<file path="src/verilog/drsg_pkg.sv">
// Constants and types for the drive reset, stop and write guard.
// Assumes a single 25 MHz clock and a plain register port.
package drsg_pkg;
  localparam int unsigned CLK_HZ          = 25000000;
  localparam int unsigned DISC_TIME_MS    = 1000;
  localparam int unsigned DISC_CYCLES     = CLK_HZ / 1000 * DISC_TIME_MS;
  localparam logic [3:0] ADDR_SELECT      = 4'h0;
  localparam logic [3:0] ADDR_PROTECT     = 4'h1;
  localparam logic [3:0] ADDR_DISPLAY     = 4'h2;
  localparam logic [3:0] ADDR_STATUS      = 4'h3;
  localparam logic [3:0] ADDR_CMD         = 4'h4;
  localparam logic [7:0] SELECT_RESET     = 8'h0E;
  localparam logic [7:0] PROTECT_RESET    = 8'h00;
  localparam logic [7:0] DISPLAY_RESET    = 8'h01;
  localparam logic [7:0] PROTECT_STOPPED  = 8'h00;
  localparam logic [7:0] PROTECT_NEVER    = 8'h01;
  localparam logic [7:0] PROTECT_ALWAYS   = 8'h02;
  localparam logic [7:0] SELECT_UPPER     = 8'h0E;
  localparam logic [7:0] SELECT_LOWER_MAX = 8'h03;
  localparam logic [7:0] SELECT_UPPER_MAX = 8'h11;
  localparam int unsigned BIT_RESET_TRIP  = 0;
  localparam int unsigned BIT_DISC_TRIP   = 1;
  localparam int unsigned CMD_PARAM_CLEAR = 0;
  localparam int unsigned CMD_ALL_CLEAR   = 1;
  typedef enum logic [1:0] {
    DRSG_SRC_NONE,
    DRSG_SRC_PANEL,
    DRSG_SRC_UNIT
  } drsg_src_t;
endpackage : drsg_pkg
</file>
<file path="src/verilog/drsg_disc_timer.sv">
// Continuous-absence timer for the detachable operator unit.
// Assumes a synchronised presence level on the system clock.
`timescale 1ns/10ps
`default_nettype none
module drsg_disc_timer #(
  parameter int unsigned LIMIT = 25000000
) (
  input  wire logic sys_clk,
  input  wire logic rst_n,
  input  wire logic enable,
  input  wire logic present,
  output logic      expired
);
  localparam int unsigned W = $clog2(LIMIT + 1);
  logic [W-1:0] cnt_r;
  logic [W-1:0] cnt_nxt;

  initial begin
    if (LIMIT < 2) $error("drsg_disc_timer: LIMIT too small");
  end

  // Presence or a disabled check restarts the count; saturate past the window.
  always_comb begin
    cnt_nxt = cnt_r;
    if (!enable || present) begin
      cnt_nxt = '0;
    end else if (cnt_r <= W'(LIMIT)) begin
      cnt_nxt = cnt_r + W'(1);
    end
  end

  // Registers only.
  always_ff @(posedge sys_clk) begin
    if (!rst_n) begin
      cnt_r <= '0;
    end else begin
      cnt_r <= cnt_nxt;
    end
  end

  // Strictly more than the window of continuous absence.
  assign expired = (cnt_r > W'(LIMIT));
endmodule : drsg_disc_timer
`default_nettype wire

</file>
<file path="src/verilog/drsg_guard.sv">
// Supervisory guard: reset acceptance, unit disconnect, panel stop, write lock.
// Assumes pins arrive asynchronously and software uses the plain register port.
`timescale 1ns/10ps
`default_nettype none
module drsg_guard
  import drsg_pkg::*;
#(
  parameter int unsigned DISC_LIMIT = drsg_pkg::DISC_CYCLES
) (
  input  wire logic            sys_clk,
  input  wire logic            rst_n,
  input  wire logic [3:0]      reg_addr,
  input  wire logic [7:0]      reg_wdata,
  input  wire logic            reg_wr,
  input  wire logic            reg_rd,
  output logic      [7:0]      reg_rdata,
  input  wire logic            external_reset_signal,
  input  wire logic            forward_start_signal,
  input  wire logic            reverse_start_signal,
  input  wire logic            unit_present,
  input  wire logic            unit_reset_key,
  input  wire logic            unit_stop_key,
  input  wire logic            panel_stop_key,
  input  wire logic            unit_mode_key,
  input  wire logic            panel_mode_key,
  input  wire logic            comm_reset_req,
  input  wire logic            link_via_unit_connector,
  input  wire logic            operator_unit_mode,
  input  wire logic            external_operation_mode,
  input  wire logic            unit_jog_active,
  input  wire logic            drive_running,
  input  wire logic            drive_tripped,
  input  wire logic            coast_selected,
  input  wire drsg_pkg::drsg_src_t command_source_select,
  input  wire logic            param_write_req,
  input  wire logic            param_is_guard_setting,
  output logic                 param_write_ok,
  output logic                 operator_disconnect_fault,
  output logic                 panel_stop_state,
  output logic                 decel_stop,
  output logic                 output_shutoff,
  output logic                 clear_accumulators,
  output logic                 restart_inhibit
);
  localparam int unsigned IDW = 2;

  initial begin
    if (DISC_LIMIT < 2) $error("drsg_guard: DISC_LIMIT too small");
  end

  // Pins cross from outside; two flops before any logic reads them.
  localparam int unsigned NSY = 10;
  logic [NSY-1:0] pin_raw;
  logic [NSY-1:0] sy1_r;
  logic [NSY-1:0] sy2_r;
  assign pin_raw = {external_reset_signal, forward_start_signal,
                    reverse_start_signal, unit_present, unit_reset_key,
                    unit_stop_key, panel_stop_key, unit_mode_key,
                    panel_mode_key, comm_reset_req};

  always_ff @(posedge sys_clk) begin
    if (!rst_n) begin
      sy1_r <= '0;
      sy2_r <= '0;
    end else begin
      sy1_r <= pin_raw;
      sy2_r <= sy1_r;
    end
  end

  logic ext_res_s, fwd_s, rev_s, present_s, ureset_s;
  logic ustop_s, pstop_s, umode_s, pmode_s, cres_s;
  assign {ext_res_s, fwd_s, rev_s, present_s, ureset_s,
          ustop_s, pstop_s, umode_s, pmode_s, cres_s} = sy2_r;

  // Edge detection on the synchronised keys, read only after the second flop.
  logic [NSY-1:0] prev_r;
  logic [NSY-1:0] rise;
  always_ff @(posedge sys_clk) begin
    if (!rst_n) begin
      prev_r <= '0;
    end else begin
      prev_r <= sy2_r;
    end
  end
  assign rise = sy2_r & ~prev_r;

  logic ext_res_p, ureset_p, ustop_p, pstop_p, umode_p, pmode_p, cres_p;
  assign ext_res_p = rise[9];
  assign ureset_p  = rise[5];
  assign ustop_p   = rise[4];
  assign pstop_p   = rise[3];
  assign umode_p   = rise[2];
  assign pmode_p   = rise[1];
  assign cres_p    = rise[0];

  // Decoding helpers for the select value.
  function automatic logic sel_legal(input logic [7:0] v);
    return (v <= SELECT_LOWER_MAX) ||
           (v >= SELECT_UPPER && v <= SELECT_UPPER_MAX);
  endfunction : sel_legal

  function automatic logic sel_trip_only(input logic [7:0] v);
    return v[BIT_RESET_TRIP];
  endfunction : sel_trip_only

  function automatic logic sel_disc_on(input logic [7:0] v);
    // Lower group detects on 2 and 3, upper group on 16 and 17.
    return v[BIT_DISC_TRIP] ^ sel_upper(v);
  endfunction : sel_disc_on

  function automatic logic sel_upper(input logic [7:0] v);
    return v >= SELECT_UPPER;
  endfunction : sel_upper

  // Register file state.
  logic [7:0] select_r, select_nxt;
  logic [7:0] protect_r, protect_nxt;
  logic [7:0] display_r, display_nxt;
  logic [7:0] rdata_r, rdata_nxt;
  logic       pclr_done_r, pclr_done_nxt;

  // Parameter write permission for the wider parameter store.
  logic write_perm;
  always_comb begin
    case (protect_r)
      PROTECT_STOPPED: write_perm = !drive_running && operator_unit_mode;
      PROTECT_NEVER:   write_perm = 1'b0;
      PROTECT_ALWAYS:  write_perm = 1'b1;
      default:         write_perm = 1'b0;
    endcase
  end
  assign param_write_ok = param_write_req &&
                          (write_perm || param_is_guard_setting);

  // Software writes; guard settings gated by the display selection only.
  logic guard_open;
  assign guard_open = (display_r == 8'h00);

  always_comb begin
    select_nxt    = select_r;
    protect_nxt   = protect_r;
    display_nxt   = display_r;
    pclr_done_nxt = 1'b0;
    rdata_nxt     = rdata_r;
    if (reg_wr) begin
      case (reg_addr)
        ADDR_SELECT: begin
          // Writable whatever the run state or write lock.
          if (guard_open && sel_legal(reg_wdata)) begin
            select_nxt = reg_wdata;
          end
        end
        ADDR_PROTECT: begin
          if (guard_open && reg_wdata <= PROTECT_ALWAYS) begin
            protect_nxt = reg_wdata;
          end
        end
        ADDR_DISPLAY: display_nxt = reg_wdata;
        ADDR_CMD: begin
          // Clears never touch the select value, and are barred under lock.
          if ((reg_wdata[CMD_PARAM_CLEAR] || reg_wdata[CMD_ALL_CLEAR]) &&
              protect_r != PROTECT_NEVER) begin
            protect_nxt   = PROTECT_RESET;
            display_nxt   = DISPLAY_RESET;
            pclr_done_nxt = 1'b1;
          end
        end
        default: ;
      endcase
    end
    if (reg_rd) begin
      case (reg_addr)
        ADDR_SELECT:  rdata_nxt = select_r;
        ADDR_PROTECT: rdata_nxt = protect_r;
        ADDR_DISPLAY: rdata_nxt = display_r;
        ADDR_STATUS:  rdata_nxt = {3'h0, decel_stop, restart_inhibit,
                                   panel_stop_state,
                                   operator_disconnect_fault, pclr_done_r};
        default:      rdata_nxt = 8'h00;
      endcase
    end
  end

  always_ff @(posedge sys_clk) begin
    if (!rst_n) begin
      select_r    <= SELECT_RESET;
      protect_r   <= PROTECT_RESET;
      display_r   <= DISPLAY_RESET;
      rdata_r     <= 8'h00;
      pclr_done_r <= 1'b0;
    end else begin
      select_r    <= select_nxt;
      protect_r   <= protect_nxt;
      display_r   <= display_nxt;
      rdata_r     <= rdata_nxt;
      pclr_done_r <= pclr_done_nxt;
    end
  end
  assign reg_rdata = rdata_r;

  // Reset acceptance. The unit key always needs a trip.
  logic res_req, res_ok, unit_res_ok;
  assign res_req     = ext_res_p || cres_p;
  assign res_ok      = res_req &&
                       (!sel_trip_only(select_r) || drive_tripped);
  assign unit_res_ok = ureset_p && drive_tripped;

  // Disconnect watch: armed only once the unit has been seen.
  logic seen_r, seen_nxt, fault_r, fault_nxt, disc_en, expired;
  assign disc_en = sel_disc_on(select_r) && seen_r &&
                   !link_via_unit_connector;

  drsg_disc_timer #(
    .LIMIT (DISC_LIMIT)
  ) u_timer (
    .sys_clk (sys_clk),
    .rst_n   (rst_n),
    .enable  (disc_en),
    .present (present_s),
    .expired (expired)
  );

  // Panel stop state and its clearing sources.
  logic ps_r, ps_nxt;
  drsg_src_t ps_src_r, ps_src_nxt;
  logic stop_any, stop_src_unit, enter_ps, stop_cmd;
  logic clr_key, clr_ok;
  drsg_src_t selected_src;

  // Default source selection gives the detachable unit priority.
  assign selected_src = (command_source_select == DRSG_SRC_NONE) ?
                        (present_s ? DRSG_SRC_UNIT : DRSG_SRC_PANEL) :
                        command_source_select;

  always_comb begin
    stop_any      = ustop_p || pstop_p;
    stop_src_unit = ustop_p;
    enter_ps      = 1'b0;
    stop_cmd      = 1'b0;
    if (stop_any) begin
      if (operator_unit_mode) begin
        stop_cmd = 1'b1;
        if (sel_upper(select_r) &&
            ((stop_src_unit && selected_src != DRSG_SRC_UNIT) ||
             (!stop_src_unit && selected_src != DRSG_SRC_PANEL) ||
             (pstop_p && link_via_unit_connector))) begin
          enter_ps = 1'b1;
        end
      end else if (sel_upper(select_r)) begin
        stop_cmd = 1'b1;
        enter_ps = 1'b1;
      end
    end
  end

  // Clear only from the issuing unit, with starts released and motor halted.
  assign clr_key = (ps_src_r == DRSG_SRC_UNIT) ? umode_p : pmode_p;
  assign clr_ok  = ps_r && clr_key && !drive_running &&
                   !fwd_s && !rev_s;

  always_comb begin
    ps_nxt     = ps_r;
    ps_src_nxt = ps_src_r;
    seen_nxt   = seen_r || present_s;
    fault_nxt  = fault_r;
    if (clr_ok) begin
      ps_nxt     = 1'b0;
      ps_src_nxt = DRSG_SRC_NONE;
    end
    if (res_ok || unit_res_ok) begin
      ps_nxt     = 1'b0;
      ps_src_nxt = DRSG_SRC_NONE;
      fault_nxt  = 1'b0;
    end
    // A new stop wins over a clear in the same cycle.
    if (enter_ps) begin
      ps_nxt     = 1'b1;
      ps_src_nxt = stop_src_unit ? DRSG_SRC_UNIT : DRSG_SRC_PANEL;
    end
    if (disc_en && expired) begin
      fault_nxt = 1'b1;
    end
  end

  always_ff @(posedge sys_clk) begin
    if (!rst_n) begin
      ps_r     <= 1'b0;
      ps_src_r <= DRSG_SRC_NONE;
      seen_r   <= 1'b0;
      fault_r  <= 1'b0;
    end else begin
      ps_r     <= ps_nxt;
      ps_src_r <= ps_src_nxt;
      seen_r   <= seen_nxt;
      fault_r  <= fault_nxt;
    end
  end

  // Drive commands, registered so they stand clean of key glitches.
  logic decel_r, decel_nxt, shut_r, shut_nxt, clr_acc_r, clr_acc_nxt;
  always_comb begin
    shut_nxt    = (res_ok || unit_res_ok) && drive_running;
    clr_acc_nxt = res_ok || unit_res_ok;
    decel_nxt   = decel_r && drive_running;
    // Controlled stop regardless of the coast choice.
    if (stop_cmd && drive_running) begin
      decel_nxt = 1'b1;
    end
    if (!sel_disc_on(select_r) && unit_jog_active && !present_s &&
        drive_running) begin
      decel_nxt = 1'b1;
    end
  end

  always_ff @(posedge sys_clk) begin
    if (!rst_n) begin
      decel_r   <= 1'b0;
      shut_r    <= 1'b0;
      clr_acc_r <= 1'b0;
    end else begin
      decel_r   <= decel_nxt;
      shut_r    <= shut_nxt;
      clr_acc_r <= clr_acc_nxt;
    end
  end

  // The operator keeps starts off before a reset; we only block restarts.
  assign operator_disconnect_fault = fault_r;
  assign panel_stop_state          = ps_r;
  assign restart_inhibit           = ps_r;
  assign decel_stop                = decel_r;
  assign output_shutoff            = shut_r;
  assign clear_accumulators        = clr_acc_r;
endmodule : drsg_guard
`default_nettype wire

</file>
<file path="config.mk">
export PLATFORM = sky130hd
export DESIGN_NAME = drsg_guard
export DESIGN_NICKNAME = d
export VERILOG_FILES = /design/src/verilog/drsg_pkg.sv /design/src/verilog/drsg_disc_timer.sv /design/src/verilog/drsg_guard.sv
export SDC_FILE = /design/constraint.sdc
export NUM_CORES = 1
export LEC_CHECK = 0
export BUFFER_PORTS_ARGS = -buffer_cell sky130_fd_sc_hd__buf_2
export CAP_MARGIN = 0
export CORE_MARGIN = 2
export CORE_UTILIZATION = 29
export CTS_BUF_LIST = sky130_fd_sc_hd__clkbuf_8
export CTS_CLUSTER_SIZE = 8
export DETAILED_ROUTE_END_ITERATION = 10
export SYNTH_ARGS = -nofsm -noshare
export SYNTH_HDL_FRONTEND = slang
export SYNTH_HIERARCHICAL = 1
export SYNTH_SLANG_ARGS = --single-unit
</file>
<file path="constraint.sdc">
create_clock -name sys_clk -period 3.01 [get_ports sys_clk]
set_clock_uncertainty 0.2 [all_clocks]
set_input_delay 0.7525 -clock sys_clk [delete_from_list [all_inputs] [get_ports sys_clk]]
set_output_delay 0.7525 -clock sys_clk [all_outputs]
set_load 0.01 [all_outputs]
</file>
Word-level counts from Yosys, hierarchy flattened
Cells that the tools add are included.

operators by class
  add/sub/neg operators = 1
  magnitude comparators = 7
  equal/unequal tests = 11
  mux-type cells = 28
  bitwise logic cells = 4
  reduce and logical (&&, ||, !) cells = 58

operators with widths
  cell                                                                count
  case mux 8 bit (2 select lines)                                     2
  case mux 8 bit (4 select lines)                                     1
  adder 25 x 1 -> 25 bit (second input constant)                      1
  greater-than comparator 25 bit (second input constant)              1
  <= comparator 25 bit (second input constant)                        1
  logical AND 1 bit                                                   25
  2-to-1 mux 8 bit                                                    3
  greater-or-equal comparator 8 x 4 -> 1 bit (second input constant)  2
  <= comparator 8 x 2 -> 1 bit (second input constant)                2
  logical NOT 8 bit                                                   2
  2-to-1 mux 1 bit                                                    15
  2-to-1 mux 2 bit                                                    6
  logical OR 1 bit                                                    11
  AND 10 bit                                                          1
  NOT 10 bit                                                          1
  logical NOT 1 bit                                                   9
  AND reduction 3 bit                                                 3
  == test 4 x 2 -> 1 bit (second input constant)                      2
  == test 8 x 2 -> 1 bit (second input constant)                      1
  <= comparator 8 x 5 -> 1 bit (second input constant)                1
  != test 8 x 1 -> 1 bit (second input constant)                      1
  != test 2 bit (second input constant)                               3
  nonzero test 2 bit                                                  3
  == test 4 x 1 -> 1 bit (second input constant)                      1
  11 further kinds                                                    11

storage, ports and cells
  bits in registers = 96
  bits of input ports = 37
  output and inout port bits = 15
  logic and storage cells = 125

Depth between registers and ports, before layout
  depth after elaboration = 11
  mapped depth = 8
  gate-level depth less buffers = 7

Modules after synthesis
Netlist, hierarchy kept.

modules (own cells, without submodules)
  module           instances  cells an instance  area each (um^2)  seq. area each (um^2)
  drsg_guard       1          256                2591.2            1361.3
  drsg_disc_timer  1          174                1376.3            500.5

Least setup slack after synthesis
No wires, ideal clock.

  path type = reg-to-reg
  start point = register select_r[7]
  end point = register u_timer.cnt_r[13]
  setup time = 0.059 ns
  arrival time = 2.150 ns
  required time = 2.751 ns
  slack = 0.601 ns
  stages on the path, launching flop included = 9
  buffers on the path = 1
  clock period less this slack = 2.409 ns
  path through = dfxtp_1 > nor4_1 > nand2_1 > mux2_2 > nor3b_1 > nand3b_1 > clkbuf_1 > or4_1 > nand2_1

on the way
  word-level cells in the longest chain between the ends = 7

ends and longest elaborated chain
  item                                        RTL line               source
  start: declaration                          drsg_guard.sv:117      logic [7:0] select_r, select_nxt;
  start signal: assignment                    drsg_guard.sv:193      select_r <= select_nxt;
  greater-or-equal comparator 8 x 4 -> 1 bit  drsg_guard.sv:113      return v >= SELECT_UPPER;
  XOR 1 bit                                   drsg_guard.sv:109      return v[BIT_DISC_TRIP] ^ sel_upper(v);
  logical AND 1 bit (2 in series)             drsg_guard.sv:211      assign disc_en = sel_disc_on(select_r) && seen_r &&
  named net disc_en                           drsg_guard.sv:210      logic seen_r, seen_nxt, fault_r, fault_nxt, disc_en, expired;
  logical NOT 1 bit                           drsg_disc_timer.sv:25  if (!enable || present) begin
  logical OR 1 bit                            drsg_disc_timer.sv:25
  OR reduction 2 bit (no source line)         -
  end signal: assignment                      drsg_disc_timer.sv:37  cnt_r <= cnt_nxt;
  end: declaration                            drsg_disc_timer.sv:15  logic [W-1:0] cnt_r;

The timed path passes the listed nets, and every way through them passes these cells.
A chain may end at the register's enable or synchronous reset.

Worst setup path after layout
  start point = register protect_r[2]
  end point = output port param_write_ok

on the way
  word-level cells in the longest chain between the ends = 4
  elaborated cells between the ends (all ways) = 5
  classes of those cells = eq/ne: 1; mux: 1; reduce/logical: 3

ends and longest elaborated chain
  item                                                                RTL line           source
  start: declaration                                                  drsg_guard.sv:118  logic [7:0] protect_r, protect_nxt;
  start signal: assignment                                            drsg_guard.sv:194  protect_r <= protect_nxt;
  == test 8 x 2 -> 1 bit / logical NOT 8 bit (equally long branches)  drsg_guard.sv:126  case (protect_r)
  case mux 1 bit (2 select lines) *                                   drsg_guard.sv:126
  logical OR 1 bit *                                                  drsg_guard.sv:134  (write_perm || param_is_guard_setting);
  logical AND 1 bit *                                                 drsg_guard.sv:133  assign param_write_ok = param_write_req &&
  end: declaration                                                    drsg_guard.sv:37   output logic param_write_ok,

Mark *: on every way between the ends. The rest lies on a longest branch, timed or not.

==> flow_summary_export.csv <==
group,metric,value,unit
status,status,"finished, final reports clean",
yosys,async_reset_ff_frac,0,
sta,finalHoldViolCount,0,
yosys,syn-instance-count,430,
sta,max_slew_margin,0.544,
yosys,synth_seq_cells,93,
yosys,yosysSeqAreaShare,0.469,
hold_path,hold_class,"register to register",
die,ioPinCount,52,
yosys,synth_top_family_by_area,"simple AND/OR/NAND/NOR gates",
pwr,vdd_drop_max,297,uV
die,fp-row-count,42,
routing,ant_nets,0,
routing,wl_per_cell,14.1,um
die,coreArea,13300,um^2
critical_path,timing.rr.start,"select_r[7]$_SDFFE_PN0P_",
hold_path,hold_depth,1,
placement,place_congestion,0.834,
yosys,synthXorXnorAreaFrac,0.00442,
hold_path,min_from,"sy1_r[4]$_SDFF_PN0_",
critical_path,worstRegToRegCells,8,
yosys,synth-edff-count,0,
critical_path,critPathArrivalTime,1830,ps
routing,routed_wl,9230,um
global_route,antenna_found_initial,0,
final_layout,ff_latch_area,1860,um^2
routing,drt_pass1_iterations,4,
cts,insertion_delay,360,ps
final_layout,antenna_cells,0,
cts,cts_made_buffers,9,
critical_path,critical-path-top-delay-family,"simple AND/OR/NAND/NOR gates",
sta,clock.fmax,0.359,GHz
sta,finalMaxSlewViolations,0,
final_layout,syn_to_final_growth,15.9,%
yosys,synth_flop_cell,"dfxtp_1",
hold_path,hold_end,"sy2_r[4]$_SDFF_PN0_",
flow_run,maxCapViolations,0,
sta,fin_crit_sh,0.924,
routing,via_per_inst,5.07,
die,die_h,121,um
pwr,p_leak,1.76,nW
critical_path,cp_cell_sequence,"nor4_2 -> o21ai_0 -> nor4_1 -> o21a_1 -> buf_2",
final_layout,multiInputGateArea,1960,um^2
placement,placed_cell_area,4370,um^2
yosys,synth_fp_nets,469,
critical_path,cp.required,2060,ps
global_route,grt_pass1_wl,14800,um
routing,drt_first_iter_violations,201,
die,die_w,121,um
yosys,syn_area,3970,um^2
placement,dp_hpwl,6730,um
global_route,grt_overflow,0,
final_layout,layout-drive-gt1-share,0.178,
critical_path,cp_num_buf_inv,1,
global_route,grt_usage,0.128,
critical_path,critPathMaxStageDelay,380,ps
critical_path,worst_setup_path_start_kind,"register",
sta,worst_pin_slew,683,ps
final_layout,stdcell_area,4600,um^2
yosys,synth_compound_area_frac,0.134,
sta,layout_min_cycle_time,2780,ps
critical_path,end_kind,"output port",
critical_path,crit_type,"register to output port",
final_layout,fillers,1336,
cts,cts_sinks,93,
yosys,synthAdderAreaFrac,0.00631,
die,start_util,0.298,
sta,setup_violations,0,
sta,fin_setup_tns,0,ps
final_layout,fin_nets,512,
sta,rsz0062_at_grt,"false",
cts,path_clk_slew,100,ps
cts,clockBufferDepth,2,
cts,post-cts-setup-buffer-count,0,
cts,cts_tree,"built",
routing,drc,0,
cts,clockRootBuffer,"clkbuf_8",
cts,htreeDepth,3,
routing,num_vias,3315,
die,die_area,14600,um^2
critical_path,reg2reg_to,"u_timer/cnt_r[23]$_SDFFE_PP0P_",
pwr,power_density,496,nW/um^2
yosys,synthMuxAreaShare,0.0590,
critical_path,cp_max_fo,3,
placement,io_buffers,49,
yosys,yosysWarnings,6,
global_route,grt_max_degree,34,
yosys,postSynthAreaPerCell,9.23,um^2
critical_path,r2r_slack,320,ps
global_route,grt_pass1_vias,2940,
yosys,synthSimpleGateAreaFrac,0.289,
critical_path,cp_slowest_cell,"nor4_2",
yosys,synth.distinct_cells,56,
-- metal layers --
| metal | global-route usage | vias to the layer above | wire [um] | part of all wire |
|---|---|---|---|---|
| li1 | - | 1653 | - | - |
| met1 | 0.180 | 1582 | 4650 | 0.50 |
| met2 | 0.192 | 73 | 4120 | 0.45 |
| met3 | 0.0287 | 7 | 359 | 0.039 |
| met4 | 0.0414 | 0 | 95 | 0.010 |
| met5 | 0 | - | 0 | 0 |
-- cell usage after synthesis (9+ instances only) --
| cell type | n | area [um^2] |
|---|---|---|
| nand3_1 | 17 | 85.1 |
| dfxtp_1 | 93 | 1860 |
| nor2b_1 | 13 | 81.3 |
| o21ai_0 | 19 | 95.1 |
| or3_1 | 12 | 75.1 |
| and3_1 | 9 | 56.3 |
| inv_1 | 13 | 48.8 |
| nand4_1 | 13 | 81.3 |
| nand2_1 | 27 | 101 |
| nor2_1 | 27 | 101 |
| or4_1 | 13 | 97.6 |
| a21oi_1 | 25 | 125 |
| and2_1 | 33 | 206 |
| clkbuf_1 | 16 | 60.1 |
| mux2i_1 | 11 | 110 |
-- what timing repair did --
action,CTS,global route
endpoints found under the setup margin,0,1
gates resized for setup,0,1
hold buffers,0,0
-- worst max-delay path by stage --
stage / cells past startpoint / start / end / slack (ps)
finish: 5 / protect_r[2]$_SDFFE_PN0P_ / param_write_ok / 230
global route: 8 / select_r[4]$_SDFFE_PN0P_ / u_timer/cnt_r[20]$_SDFFE_PP0P_ / 100
CTS: 5 / protect_r[2]$_SDFFE_PN0P_ / param_write_ok / 110
detailed placement: 6 / reg_addr[0] / display_r[5]$_SDFFE_PN0P_ / 300
global placement: 6 / reg_addr[0] / display_r[6]$_SDFFE_PN0P_ / 320
floorplan: 8 / select_r[7]$_SDFFE_PN0P_ / u_timer/cnt_r[13]$_SDFFE_PP0P_ / 600
-- logic make-up (layout without fill, tap and decap cells) --
| group | Yosys count | after routing |
|---|---|---|
| XOR/XNOR | 2 | 2 |
| AND/OR/NAND/NOR | 198 | 198 |
| multiplexers | 17 | 17 |
| flip-flops | 93 | 93 |
| AO/OA/AOI/OAI | 82 | 82 |
| buffers and inverters | 36 | 84 |
| adder cells (fa/ha/maj) | 2 | 2 |
-- area by class of cell --
type / instances / area share
Clock buffer: 11 / 0.0329
Clock inverter: 5 / 0.0142
Inverter: 14 / 0.0114
Multi-Input combinational cell: 301 / 0.427
Sequential cell: 93 / 0.405
Tap cell: 176 / 0.0479
Timing Repair Buffer: 54 / 0.0615
-- layout by cell type (no fill, tap or decap), types with 3 or more instances in the layout --
master	netlist	layout
a21oi_1	25	25
a32o_1	6	6
and2_1	33	33
and3_1	9	9
and4_1	3	3
buf_2	2	49
buf_4	1	5
clkbuf_8	0	11
dfxtp_1	93	93
inv_1	13	13
inv_6	0	3
mux2i_1	11	11
mux4_2	5	5
nand2_1	27	27
nand2b_1	4	4
nand3_1	17	17
nand3b_1	3	3
nand4_1	13	13
nor2_1	27	27
nor2b_1	13	13
nor3_1	4	4
nor4_1	7	6
nor4b_1	3	3
o211ai_1	7	7
o21ai_0	19	19
o31ai_1	5	5
or3_1	12	12
or4_1	13	13
-- worst register-to-register path, stage by stage (launching register included) --
cell,delay [ps]
dfxtp_1,350
nor4_1,380
nand2_1,170
mux2_2,310
nor3b_1,330
nand3b_1,110
buf_4,220
or4_1,510
nand2_1,80
-- state kept, by name (all words and copies together) (netlist names) --
register	count
output_shutoff	1
select_r	8
operator_disconnect_fault	1
display_r	8
panel_stop_state	1
ps_src_r	2
protect_r	8
decel_stop	1
clear_accumulators	1
reg_rdata	8
sy1_r	10
seen_r	1
sy2_r	10
prev_r	7
pclr_done_r	1
u_timer/cnt_r	25
-- stage by stage --
| stage | setup slack (ps) | std cells | utilization | power, mW | hold slack (ps) |
|---|---|---|---|---|---|
| CTS | 110 | 654 | 0.345 | 2.30 | 241 |
| global route | 104 | 654 | 0.346 | 2.36 | 260 |
| floorplan | 601 | 430 | - | 1.35 | 212 |
| global placement | 325 | 638 | 0.329 | 1.41 | 217 |
| finish | 228 | 654 | 0.346 | 2.28 | 234 |
| detailed placement | 300 | 638 | 0.329 | 1.41 | 218 |
-- where the power goes --
part	internal, mW	total, mW	switching [mW]
logic	0.0535	0.120	0.0661
registers	1.25	1.26	0.0109
clock network	0.440	0.896	0.455
total	1.75	2.28	0.533
Note: power is estimated with default switching activity, not from simulation.
